--- src/shared/adsp_pkg.sv ---
package adsp_pkg;
    // serial word layout
    localparam int WORD_BITS = 16;
    localparam logic [3:0] LAST_BIT = 4'hF;
    localparam int DAC_WRITE_BIT = 15;
    localparam int DAC_CH_MSB = 14;
    localparam int DAC_CH_LSB = 12;
    localparam int DAC_DATA_MSB = 11;
    // converter geometry
    localparam int DAC_BITS = 12;
    localparam int DAC_CHANNELS = 8;
    localparam int FIFO_DEPTH = 8;
    // power-up codes of the dac input registers
    localparam logic [11:0] DAC_CODE_ONES = 12'hFFF;
    localparam logic [11:0] DAC_CODE_ZEROS = 12'h000;
    // clock modes
    typedef enum logic [1:0]
    {
        CKMODE_00 = 2'h0,
        CKMODE_01 = 2'h1,
        CKMODE_10 = 2'h2,
        CKMODE_11 = 2'h3
    } adsp_ckmode_t;
endpackage

--- src/shared/adsp_stream_if.sv ---
`timescale 1ns/10ps
interface adsp_stream_if #(parameter int WIDTH = 16);
    logic valid;
    logic ready;
    logic [WIDTH-1:0] data;
    modport src (output valid, output data, input ready);
    modport snk (input valid, input data, output ready);
endinterface

--- src/core/adsp_serial_port.sv ---
// What this block does
// - the serial port works only while chip select is low, and the data output floats while high.
// - output bits are launched on falling clock edges in modes 00, 01 and 10, rising in mode 11.
// - input bits are captured on the falling clock edge, where the master must have them ready.
// - end of conversion goes low on completion, and the result is readable only after it falls.
// - a low dac load input makes the dac registers follow the input registers, free of the serial clock.
// - at power-up all dac input registers hold all ones if the select pin is high, else zeros.
// - the select pin picks the wake-up termination, to reference when high and to ground when low.
`timescale 1ns/10ps
module adsp_serial_port (
    // clock and reset
    input wire logic ref_clk,
    input wire logic rst_n,
    // serial pins
    input wire logic sclk,
    input wire logic csN,
    input wire logic din,
    output logic sdoOut,
    output logic sdoOe,
    input wire logic [1:0] clkMode,
    // conversion side
    input wire logic convDone,
    input wire logic [15:0] convResult,
    output logic eocN,
    // dac pins and outputs
    input wire logic dacLoadN,
    input wire logic dacPowerupSelect,
    output logic dacTermToRef,
    output logic [7:0][11:0] dacOut,
    // received words
    output logic [15:0] rxWord,
    output logic rxValid,
    input wire logic rxReady,
    output logic wordLost
);
    // pin synchronisers; stage one is read by stage two only
    logic sclkS1, sclkS2, sclkS3, csS1, csS2, csS3, dinS1, dinS2;
    logic ldS1, ldS2, selS1, selS2;
    logic [1:0] modeS1, modeS2;

    always_ff @(posedge ref_clk)
    begin
        sclkS1 <= sclk;
        sclkS2 <= sclkS1;
        sclkS3 <= sclkS2;
        csS1 <= csN;
        csS2 <= csS1;
        csS3 <= csS2;
        dinS1 <= din;
        dinS2 <= dinS1;
        ldS1 <= dacLoadN;
        ldS2 <= ldS1;
        selS1 <= dacPowerupSelect;
        selS2 <= selS1;
        // the mode pins are strapped from outside, so they take the same two stages
        modeS1 <= clkMode;
        modeS2 <= modeS1;
    end

    // edge detection on synchronised pins
    logic sclkRise, sclkFall, csActive, csFallEvt, launchEdge;
    assign sclkRise = sclkS2 & ~sclkS3;
    assign sclkFall = ~sclkS2 & sclkS3;
    assign csActive = ~csS2;
    assign csFallEvt = ~csS2 & csS3;
    assign launchEdge = (adsp_pkg::adsp_ckmode_t'(modeS2) == adsp_pkg::CKMODE_11)
        ? sclkRise : sclkFall;

    // serial shift state
    logic [15:0] shIn, shOut, resultReg, next_shIn, next_shOut, next_resultReg;
    logic [3:0] bitCnt, next_bitCnt;
    logic next_eocN, next_sdoOe, next_wordLost;
    logic wordDone;

    adsp_stream_if #(.WIDTH(adsp_pkg::WORD_BITS)) pushSide ();
    adsp_stream_if #(.WIDTH(adsp_pkg::WORD_BITS)) popSide ();

    assign wordDone = csActive & sclkFall & (bitCnt == adsp_pkg::LAST_BIT);
    assign pushSide.valid = wordDone;
    assign pushSide.data = {shIn[14:0], dinS2};

    // shift in, shift out and end-of-conversion next values
    always_comb
    begin
        next_shIn = shIn;
        next_bitCnt = bitCnt;
        next_shOut = shOut;
        next_resultReg = resultReg;
        next_eocN = eocN;
        next_sdoOe = csActive;
        next_wordLost = wordDone & ~pushSide.ready;
        if (!csActive)
        begin
            next_bitCnt = '0;
            next_shIn = '0;
        end
        else if (sclkFall)
        begin
            next_shIn = {shIn[14:0], dinS2};
            next_bitCnt = 4'(bitCnt + 1'b1);
        end
        if (csFallEvt)
        begin
            next_shOut = resultReg; // first bit stands from chip select fall
            next_eocN = 1'b1;
        end
        else if (csActive && launchEdge)
            next_shOut = {shOut[14:0], 1'b0};
        // completion wins over the rearm at chip select fall
        if (convDone)
        begin
            next_resultReg = convResult;
            next_eocN = 1'b0;
        end
    end

    always_ff @(posedge ref_clk)
    begin
        if (!rst_n)
        begin
            shIn <= '0;
            bitCnt <= '0;
            shOut <= '0;
            resultReg <= '0;
            eocN <= 1'b1;
            sdoOe <= 1'b0;
            wordLost <= 1'b0;
        end
        else
        begin
            shIn <= next_shIn;
            bitCnt <= next_bitCnt;
            shOut <= next_shOut;
            resultReg <= next_resultReg;
            eocN <= next_eocN;
            sdoOe <= next_sdoOe;
            wordLost <= next_wordLost;
        end
    end
    assign sdoOut = shOut[15];

    // a full fifo drops the word and flags it; the master cannot be stalled
    adsp_fifo #(.WIDTH(adsp_pkg::WORD_BITS), .DEPTH(adsp_pkg::FIFO_DEPTH)) rxFifo (
        .ref_clk(ref_clk),
        .rst_n(rst_n),
        .inSide(pushSide),
        .outSide(popSide)
    );
    assign rxWord = popSide.data;
    assign rxValid = popSide.valid;
    assign popSide.ready = rxReady;

    // dac input and output registers
    logic [7:0][11:0] dacInput, next_dacInput, next_dacOut;
    logic [2:0] wrCh;
    logic dacWrite;
    logic [11:0] powerupCode;

    assign dacWrite = popSide.valid & rxReady & popSide.data[adsp_pkg::DAC_WRITE_BIT];
    assign wrCh = popSide.data[adsp_pkg::DAC_CH_MSB:adsp_pkg::DAC_CH_LSB];
    assign powerupCode = selS2 ? adsp_pkg::DAC_CODE_ONES : adsp_pkg::DAC_CODE_ZEROS;

    // popped words with the write bit set update one channel
    always_comb
    begin
        next_dacInput = dacInput;
        if (dacWrite)
            next_dacInput[wrCh] = popSide.data[adsp_pkg::DAC_DATA_MSB:0];
        // the load pin is sampled by ref_clk only, never by the serial clock
        next_dacOut = ldS2 ? dacOut : dacInput;
    end

    // synchronous reset catches the strap; hold reset three edges so it settles
    always_ff @(posedge ref_clk)
    begin
        if (!rst_n)
        begin
            dacInput <= {adsp_pkg::DAC_CHANNELS{powerupCode}};
            dacOut <= {adsp_pkg::DAC_CHANNELS{powerupCode}};
            dacTermToRef <= selS2;
        end
        else
        begin
            dacInput <= next_dacInput;
            dacOut <= next_dacOut;
        end
    end
endmodule

--- src/core/adsp_fifo.sv ---
`timescale 1ns/10ps
module adsp_fifo #(
    parameter int WIDTH = 16,
    parameter int DEPTH = 8
) (
    // clock and reset
    input wire logic ref_clk,
    input wire logic rst_n,
    // filling and draining sides
    adsp_stream_if.snk inSide,
    adsp_stream_if.src outSide
);
    localparam int PW = $clog2(DEPTH);
    localparam int CW = $clog2(DEPTH + 1);
    localparam logic [CW-1:0] FULL_COUNT = CW'(DEPTH);

    logic [WIDTH-1:0] mem [DEPTH];
    logic [PW-1:0] wrPtr, rdPtr, next_wrPtr, next_rdPtr;
    logic [CW-1:0] count, next_count;
    logic doPush, doPop;

    function automatic logic [PW-1:0] bump(input logic [PW-1:0] p);
        bump = (p == PW'(DEPTH - 1)) ? '0 : PW'(p + 1'b1);
    endfunction

    // honest full and empty; the drain side may stall and fill us up
    assign inSide.ready = (count != FULL_COUNT);
    assign outSide.valid = (count != '0);
    assign outSide.data = mem[rdPtr];
    assign doPush = inSide.valid & inSide.ready;
    assign doPop = outSide.valid & outSide.ready;

    // pointer and occupancy next values
    always_comb
    begin
        next_wrPtr = doPush ? bump(wrPtr) : wrPtr;
        next_rdPtr = doPop ? bump(rdPtr) : rdPtr;
        next_count = count;
        if (doPush && !doPop)
            next_count = CW'(count + 1'b1);
        else if (doPop && !doPush)
            next_count = CW'(count - 1'b1);
    end

    // storage carries no reset; only occupancy decides what is valid
    always_ff @(posedge ref_clk)
    begin
        if (doPush)
            mem[wrPtr] <= inSide.data;
    end

    always_ff @(posedge ref_clk)
    begin
        if (!rst_n)
        begin
            wrPtr <= '0;
            rdPtr <= '0;
            count <= '0;
        end
        else
        begin
            wrPtr <= next_wrPtr;
            rdPtr <= next_rdPtr;
            count <= next_count;
        end
    end
endmodule

--- config.mk ---
export PLATFORM = sky130hd
export DESIGN_NAME = adsp_serial_port
export DESIGN_NICKNAME = d
export VERILOG_FILES = /design/src/shared/adsp_pkg.sv /design/src/shared/adsp_stream_if.sv /design/src/core/adsp_serial_port.sv /design/src/core/adsp_fifo.sv
export SDC_FILE = /design/constraint.sdc
export NUM_CORES = 1
export LEC_CHECK = 0
export ABC_AREA = 1
export BUFFER_PORTS_ARGS = -buffer_cell sky130_fd_sc_hd__buf_2
export CELL_PAD_IN_SITES_DETAIL_PLACEMENT = 1
export CELL_PAD_IN_SITES_GLOBAL_PLACEMENT = 1
export CORE_MARGIN = 2
export CORE_UTILIZATION = 47
export CTS_CLUSTER_DIAMETER = 200
export DETAILED_ROUTE_END_ITERATION = 12
export PLACE_DENSITY = 0.89
export SYNTH_ARGS = -nofsm -noshare
export SYNTH_HDL_FRONTEND = slang
export SYNTH_SLANG_ARGS = --single-unit
export TNS_END_PERCENT = 1
--- constraint.sdc ---
create_clock -name ref_clk -period 4.27 [get_ports ref_clk]
set_clock_uncertainty 0.05 [all_clocks]
set_input_delay 0 -clock ref_clk [delete_from_list [all_inputs] [get_ports ref_clk]]
set_output_delay 0 -clock ref_clk [all_outputs]
set_load 0.005 [all_outputs]
==> results.cfg, run 1 <==
[routing]
ant_nets = 0
routed_wl_um = 42100
dr.pass1.iters = 5
dr_total_vias = 11793
avgViaCountPerCell = 5.27
routedWlPerCell_um = 18.8
drc = 0
drt_iter0_drc = 895

[cts]
cts_tree = built
clockBufferDepth = 3
cts-resized-gates = 0
htreeDepth = 2
numCtsBuffers = 42
path_clk_slew_ns = 0.06
insertion_delay_ns = 0.54
clock-sinks = 404
clockRootBuffer = clkbuf_16

[critical_path]
cp_slowest_stage_delay_ns = 0.69
path_cells = buf_4 > nor2_1 > o21ai_1 > nand2_2 > o21ai_4 > nand3_1 > nand2_1
worst_r2r_path_depth = 7
cp.required_ns = 4.39
critical_path.slowest_cell = o21ai_4
reg2reg_to = dacInput[26]
critical-path-top-delay-family = simple AND/OR/NAND/NOR gates
crit_path_start_kind = flop
rrSetupSlack_ns = 1.15
crit_arrival_ns = 3.24
path_class = reg2reg
end_kind = flop
cp_num_buf_inv = 1
crit_fanout = 36

[power]
seq_power_share_pct = 42.8
p_switching_w = 0.00363
intPower_w = 0.00763
swShare_pct = 32.3
p_per_area_nw_per_um2 = 584
clockPowerShare_pct = 32.4
power.leakage_nw = 8.52
comb_power_share_pct = 24.7
vdd_drop_max_mv = 0.357

[placed_design]
io_buffers = 144
place_area_um2 = 17500
post-dp-hpwl_um = 27400
dp.cells = 2120
gp_congestion = 0.798

[die]
die_x_um = 191
core_area_um2 = 34500
boundaryPins = 145
start_util_pct = 47.7
row_count = 68
die-area_um2 = 36500
fp.dieH_um = 191

[logic_synthesis]
synth_seq_cells = 404
syn_area_per_cell_um2 = 10.3
yosysSeqAreaShare_pct = 68.8
yosysWarnings = 0
synth_nets = 1625
synth_area_um2 = 16400
synthCells = 1589
yosysUniqueCellTypes = 32

[final_layout]
antenna_cells = 0
final_cell_mix = nand2_1 (528), edfxtp_1 (321), nand3_1 (215)
drive_gt1_share_pct = 14.7
fin_cells = 2237
layout.cells.most_common = nand2_1
fin_nets = 1785
syn2layout_area_growth_pct = 17.3
fin_area_um2 = 19300

[global_routing]
grt_start_max_net_pins = 111
grt_util_all_layers_pct = 23.2
antenna_found_initial = 0
grt-ovfl-total = 0
grt_pass1_wl_um = 66000
grt_pass1_vias = 12256

[sta]
rsz0062_at_grt = false
max_freq_mhz = 320
slew_violations = 0
setup_tns_ns = 0
period_needed_ns = 3.12
worst_hold_slack_ns = 0.0349
tightest_slew_ns = 1.14
max-slew-margin-rel_pct = 23.9
final_hold_viol_count = 0
setup_viol = 0
period_share_pct = 73.2

[min_path]
min_from = rxReady
hold_depth = 4
hold_path_class = in2reg

[run]
cap_violations = 0

[run_status]
outcome = finished, final reports clean
==> what timing repair did <==
action                    4_1_cts  5_1_grt
hold endpoints to repair       29        0
setup buffers                   0        0
hold buffers                   40        0
==> cell families after synthesis <==
group,share of synthesized area (%)
AND/OR/NAND/NOR,21.5
buffers and inverters,6.32
AO/OA/AOI/OAI,2.56
XOR/XNOR,0.160
adder cells (fa/ha/maj),0.731
flip-flops,68.8
==> registers in the layout, summed over array words and instances (netlist names), 2 cells and up, named ones only <==
signal	cells
modeS1	2
rxFifo.rdPtr	3
rxFifo.count	4
bitCnt	4
shIn	15
rxFifo.wrPtr	3
shOut	16
dacInput	96
dacOut	96
rxFifo.mem	128
resultReg	16
modeS2	2
==> stage by stage <==
step / util, % / setup WS (ns) / power (W)
2_1_floorplan: - / 1.20 / 0.00671
3_3_place_gp: 50.7 / 1.49 / 0.00742
3_5_place_dp: 50.7 / 1.28 / 0.00760
4_1_cts: 55.9 / 1.21 / 0.0113
5_1_grt: 55.9 / 0.994 / 0.0117
6_report: 55.9 / 1.15 / 0.0113
==> per-layer routing <==
metal / part of all wire (%) / up-vias / GRT usage (%) / wire, um
li1: - / 5535 / - / -
met1: 40 / 5765 / 28.0 / 16600
met2: 52 / 388 / 42.3 / 22000
met3: 5.0 / 105 / 2.94 / 2110
met4: 3.1 / 0 / 8.32 / 1300
met5: 0 / - / 0 / 0
==> cells in the mapped netlist <==
cell type / n / share of area [%]
nand2_1: 530 / 12
edfxtp_1: 321 / 59
nand3_1: 215 / 6.5
inv_1: 150 / 3.4
dfxtp_1: 83 / 10
nor2_1: 76 / 1.7
clkbuf_1: 49 / 1.1
o21ai_0: 39 / 1.2
a21oi_1: 32 / 0.97
buf_2: 20 / 0.61
nor2_2: 17 / 0.65
buf_4: 11 / 0.50
ha_1: 8 / 0.61
buf_6: 7 / 0.48
clkinv_1: 4 / 0.091
nand2_2: 4 / 0.15
o21ai_1: 3 / 0.091
buf_1: 2 / 0.046
inv_2: 2 / 0.046
nor3_1: 2 / 0.061
nor4_1: 2 / 0.076
xor2_1: 2 / 0.11
a211oi_1: 1 / 0.046
and3_1: 1 / 0.038
fa_1: 1 / 0.12
nand3b_1: 1 / 0.046
o211a_1: 1 / 0.061
o21ai_2: 1 / 0.053
o21ai_4: 1 / 0.099
o21bai_1: 1 / 0.046
or2_2: 1 / 0.038
xnor2_1: 1 / 0.053
==> layout make-up <==
class / instances / area, um2
fillers: 3749 / 15200
flip-flops and latches: 404 / 11300
multi-input cells: 940 / 4130
repair buffers: 205 / 1290
clock buffers: 61 / 1270
inverters: 156 / 586
well taps: 455 / 569
clock inverters: 16 / 120
==> power by group through the flow <==
stage	Sequential, W	Combinational, W	Clock [W]
2_1_floorplan	0.00486	0.00184	0
3_3_place_gp	0.00488	0.00254	0
3_5_place_dp	0.00491	0.00270	0
4_1_cts	0.00483	0.00277	0.00370
5_1_grt	0.00485	0.00305	0.00383
6_report	0.00482	0.00278	0.00365
==> worst max-delay path by stage <==
stage	cells after the start	slack (ns)	to	from
floorplan	3	1.20	dacOut[0]	rst_n
global placement	7	1.49	dacInput[2]	flop
detailed placement	8	1.28	rxFifo.mem[2][0]	sclkS2
CTS	7	1.21	dacInput[25]	flop
global route	7	0.99	dacInput[26]	flop
finish	7	1.15	dacInput[26]	flop
==> worst register-to-register path: stages, from the launching register on <==
cell and delay, ns:
dfxtp_1 0.61, buf_4 0.38, nor2_1 0.13, o21ai_1 0.13
nand2_2 0.12, o21ai_4 0.69, nand3_1 0.17, nand2_1 0.47
Note: power is estimated with default switching activity, not from simulation.
==> run 2, diff against run 1 <==
==> constraint.sdc (replaced) <==
create_clock -name ref_clk -period 2.9 [get_ports ref_clk]
set_clock_uncertainty 0.05 [all_clocks]
set_input_delay 0 -clock ref_clk [delete_from_list [all_inputs] [get_ports ref_clk]]
set_output_delay 0 -clock ref_clk [all_outputs]
set_load 0.005 [all_outputs]
==> run 2 against run 1 <==
Register-to-register slack worse by 0.85 ns. Final cell count is 0.98% higher. Fmax is 20% higher. Clock-buffer cell count is 9 lower. Global-route usage is 0.75 points higher. Worst setup slack worse by 0.85 ns.
==> results.cfg, run 2 (same netlist as run 1, synthesis figures left out) <==
[final_layout]
regMostFlops = rxFifo.mem
fin_nets = 1807
drive_gt1_share_pct = 15.4
largest_reg_flops = 128
antenna_cells = 0
syn2layout_area_growth_pct = 18.4
fillers = 3793
final_cell_mix = nand2_1 (528), edfxtp_1 (321), nand3_1 (215)
reg_top3 = rxFifo.mem x128, dacInput x96, dacOut x96
layout.cells.most_common = nand2_1

[cts]
cts_tree = built
insertion_delay_ns = 0.54
clockRootBuffer = clkbuf_16
numCtsBuffers = 42
htreeDepth = 2
path_clk_slew_ns = 0.07
clock-sinks = 404
clockBufferDepth = 3
cts-resized-gates = 0

[placed_design]
dp_slack_ns = 0.299
io_buffers = 144
gp_congestion = 0.785
post-dp-hpwl_um = 27900

[die]
die-area_um2 = 36500
core_area_um2 = 34500
fp.dieH_um = 191
boundaryPins = 145
start_util_pct = 47.7
die_x_um = 191
row_count = 68

[sta]
max_freq_mhz = 383
period_share_pct = 90.0
worst_slack_ns = 0.291
setup_viol = 0
final_hold_viol_count = 0
max-slew-margin-rel_pct = 49.7
setup_tns_ns = 0
period_needed_ns = 2.61
tightest_slew_ns = 0.755
slew_violations = 0
rsz0062_at_grt = false

[critical_path]
crit_fanout = 19
cp_slowest_stage_delay_ns = 0.32
cp.required_ns = 3.31
crit_arrival_ns = 3.02
path_class = reg2reg
path_cells = inv_1 > nand2_2 > clkinv_1 > nand2_1 > nor2_1 > nand2_1 > inv_1 > ha_1 > inv_1 > ha_1 > nand3_1 > nand3_1 > xor2_1 > nand2_1 > a21oi_1
crit_path_start_kind = flop
end_kind = flop
critical_path.slowest_cell = dfxtp_1

[run]
cap_violations = 0

[power]
seq_power_share_pct = 42.2
intPower_w = 0.0113
swShare_pct = 32.6
vdd_drop_max_mv = 0.408
power.leakage_nw = 8.64
clockPowerShare_pct = 32.5
comb_power_share_pct = 25.3
p_switching_w = 0.00547
p_per_area_nw_per_um2 = 864

[run_status]
outcome = finished, final reports clean

[global_routing]
antenna_found_initial = 0
grt_pass1_vias = 12674
grt_start_max_net_pins = 92
grt_util_all_layers_pct = 23.9
grt-ovfl-total = 0
grt_pass1_wl_um = 67800

[routing]
dr_total_vias = 11935
dr.pass1.iters = 7
routed_wl_um = 43400
drc = 0
drt_iter0_drc = 890
avgViaCountPerCell = 5.28
ant_nets = 0
routedWlPerCell_um = 19.2

[min_path]
hold_path_class = in2reg
## run 2: path summary, 6_finish.rpt
kind / start / cells past startpoint / slack [ns] / end
worst max-delay path: sclkS2 / 15 / 0.29 / rxFifo.count[3]
worst max register to register: sclkS2 / 15 / 0.29 / rxFifo.count[3]
worst min register to register: modeS1[1] / 0 / 0.28 / modeS2[1]
worst min-delay path: sclk / 2 / 0.05 / sclkS1
## run 2: power groups by stage
stage	Clock, W	Sequential, W	Combinational, W
final	0.00546	0.00710	0.00425
after floorplan	0	0.00715	0.00272
after global routing	0.00575	0.00714	0.00466
after CTS	0.00553	0.00711	0.00425
after global placement	0	0.00718	0.00388
after detailed placement	0	0.00722	0.00415
## run 2: routing by layer
metal  up-vias  global-route usage (%)  part of all wire, %
met5         -                       0                    0
met4         0                    10.7                  4.1
met3       126                    3.49                  4.9
met2       376                    44.0                   53
met1      5863                    27.5                   38
li1       5570                       -                    -
## run 2: through the flow
stage | std cells | instance area (um2) | hold slack (ns) | util [%] | power [W]
floorplan | 1589 | 16400 | -0.0223 | - | 0.00987
global placement | 2141 | 17600 | 0.0527 | 51.2 | 0.0111
detailed placement | 2141 | 17600 | 0.0543 | 51.2 | 0.0114
CTS | 2259 | 19500 | 0.0199 | 56.5 | 0.0169
global route | 2259 | 19500 | 0.0393 | 56.5 | 0.0176
finish | 2259 | 19500 | 0.0479 | 56.5 | 0.0168
## run 2: area by class of cell
cell class,instances,area (um2),area share (%)
clock inverters,25,231,1.19
repair buffers,227,1490,7.64
well taps,455,569,2.93
flip-flops and latches,404,11300,58.1
clock buffers,52,1170,6.03
multi-input cells,940,4110,21.1
inverters,156,586,3.01
## run 2: critical path, delay by kind of cell, from the launching register on
family	cells	cell delay, ns
AND/OR/NAND/NOR	7	0.89
flip-flops	1	0.32
adder cells (fa/ha/maj)	2	0.52
buffers and inverters	4	0.44
AO/OA/AOI/OAI	1	0.15
XOR/XNOR	1	0.16
## run 2: what timing repair did
action	in CTS	in global routing
buffers inserted	0	0
endpoints found under the hold margin	31	0
hold buffers	41	0
==> run 3, diff against run 2 <==
--- a/config.mk
+++ b/config.mk
@@ -7,13 +7,12 @@
 export LEC_CHECK = 0
 export ABC_AREA = 1
 export BUFFER_PORTS_ARGS = -buffer_cell sky130_fd_sc_hd__buf_2
-export CELL_PAD_IN_SITES_DETAIL_PLACEMENT = 1
-export CELL_PAD_IN_SITES_GLOBAL_PLACEMENT = 1
 export CORE_MARGIN = 2
-export CORE_UTILIZATION = 47
+export CORE_UTILIZATION = 59
 export CTS_CLUSTER_DIAMETER = 200
+export CTS_CLUSTER_SIZE = 25
 export DETAILED_ROUTE_END_ITERATION = 12
-export PLACE_DENSITY = 0.89
+export PLACE_DENSITY = 0.88
 export SYNTH_ARGS = -nofsm -noshare
 export SYNTH_HDL_FRONTEND = slang
 export SYNTH_SLANG_ARGS = --single-unit
==> run 3 against run 2 <==
Global-route usage decreased by 0.094 points. Die area decreased by 20%. Via count down 2.3%. Sequential power hardly changed. Total power is 15% lower. Register-to-register slack worse by 0.11 ns. Critical path depth fell by 7. Sequential cell count unchanged. Worst setup slack lost 0.11 ns. Critical path type unchanged. Critical endpoint is now dacInput[12]. Largest cell class unchanged.
==> results.cfg, run 3 (same netlist as run 1, synthesis figures left out) <==
[cts]
cts_tree = built
clockBufferDepth = 3
path_clk_slew_ns = 0.10
clock-sinks = 404
insertion_delay_ns = 0.54
clockRootBuffer = clkbuf_16
htreeDepth = 1
cts_setup_buffers = 0
numCtsBuffers = 20

[final_layout]
largest_reg_flops = 128
final_cell_mix = nand2_1 (526), edfxtp_1 (321), nand3_1 (215)
final_util_pct = 67.2
layout.cells.most_common = nand2_1
regMostFlops = rxFifo.mem
drive_gt1_share_pct = 13.4
antenna_cells = 0
reg_top3 = rxFifo.mem x128, dacInput x96, dacOut x96
fin_nets = 1783
fin_cells = 2139
syn2layout_area_growth_pct = 13.0

[global_routing]
grt_start_max_net_pins = 72
grt_util_all_layers_pct = 23.8
antenna_found_initial = 0
grt-ovfl-total = 0
grt_pass1_vias = 10971
grt_pass1_wl_um = 55000

[critical_path]
critical-path-top-delay-family = simple AND/OR/NAND/NOR gates
crit_arrival_ns = 2.83
path_class = reg2reg
end_kind = flop
critical_path.slowest_cell = dfxtp_1
crit_fanout = 25
cp_slowest_stage_delay_ns = 0.56
cp.required_ns = 3.01
path_cells = inv_2 > nand2_1 > nand3_1 > nand3_1 > nand2_1 > nor2_2 > nand3_1 > nand2_1
crit_path_start_kind = flop
cp_num_buf_inv = 1

[die]
start_util_pct = 59.5
row_count = 61
fp.dieH_um = 171
boundaryPins = 145
die_x_um = 171
core_area_um2 = 27600
die-area_um2 = 29200

[placed_design]
post-dp-hpwl_um = 21800
gp_congestion = 0.849
dp.cells = 2061
io_buffers = 144

[power]
p_per_area_nw_per_um2 = 767
power.leakage_nw = 8.23
vdd_drop_max_mv = 0.448
total_power_w = 0.0142

[sta]
max_freq_mhz = 368
period_needed_ns = 2.72
slew_violations = 0
max-slew-margin-rel_pct = 51.7
setup_tns_ns = 0
setup_viol = 0
rsz0062_at_grt = false
tightest_slew_ns = 0.725
final_hold_viol_count = 0
period_share_pct = 93.7

[routing]
drc = 0
ant_nets = 0
routedWlPerCell_um = 16.4
drt_iter0_drc = 1451
dr.pass1.iters = 6
avgViaCountPerCell = 5.45
dr_total_vias = 11666
routed_wl_um = 35100

[run]
cap_violations = 0

[min_path]
hold_path_class = in2reg

[run_status]
outcome = finished, final reports clean
## run 3: cell count changes in the layout (fill, tap and decap cells not counted), sizes merged
cell | before | now
buf | 186 | 183
bufinv | 4 | 0
clkbuf | 52 | 35
clkinv | 20 | 5
clkinvlp | 4 | 0
inv | 153 | 152
nor2 | 93 | 94
## run 3: what timing repair did
action	4_1_cts	5_1_grt
gates resized for setup	1	2
hold endpoints to repair	35	0
gates cloned	0	1
pin swaps	0	1
endpoints found under the setup margin	24	36
hold buffers	41	0
## run 3: area by class of cell
type	count	area (um2)
clock buffer	35	578
sequential	404	11300
multi-input combinational	941	4120
clock inverter	1	30.0
fill	2035	9060
tap	378	473
inverter	156	586
timing repair buffer	224	1480
## run 3: power by group
part / internal, W / leakage [nW] / switching (W)
Clock: 0.00139 / 0.287 / 0.00174
Combinational: 0.00119 / 3.93 / 0.00286
Sequential: 0.00685 / 4.02 / 0.000212
## run 3: per-stage QoR
step / worst slack (ns) / hold WS, ns / area (um2)
floorplan: 0.585 / -0.0223 / 16400
finish: 0.182 / 0.0529 / 18600
CTS: 0.197 / 0.0345 / 18600
detailed placement: 0.00754 / 0.0536 / 17500
global placement: 0.197 / 0.0527 / 17500
global route: 0.00868 / 0.0363 / 18600
## run 3: routing by layer
| metal | wire length (um) | up-vias | track usage, % |
|---|---|---|---|
| li1 | - | 5523 | - |
| met2 | 17400 | 592 | 41.3 |
| met1 | 13800 | 5442 | 30.9 |
| met4 | 1200 | 0 | 9.21 |
| met5 | 0 | - | 0 |
| met3 | 2680 | 109 | 3.10 |
## run 3: path summary, 6_finish.rpt
path,end,slack (ns),depth (start not counted),start
setup / recovery,dacInput[12],0.18,8,flop
hold / removal,ldS1,0.05,2,dacLoadN
setup reg to reg,dacInput[12],0.18,8,flop
hold reg to reg,modeS2[1],0.29,0,modeS1[1]
## run 3: worst reg2reg max path: stages, from the launching register on
cell	delay (ns)
dfxtp_1	0.56
inv_2	0.29
nand2_1	0.16
nand3_1	0.10
nand3_1	0.13
nand2_1	0.11
nor2_2	0.39
nand3_1	0.13
nand2_1	0.43
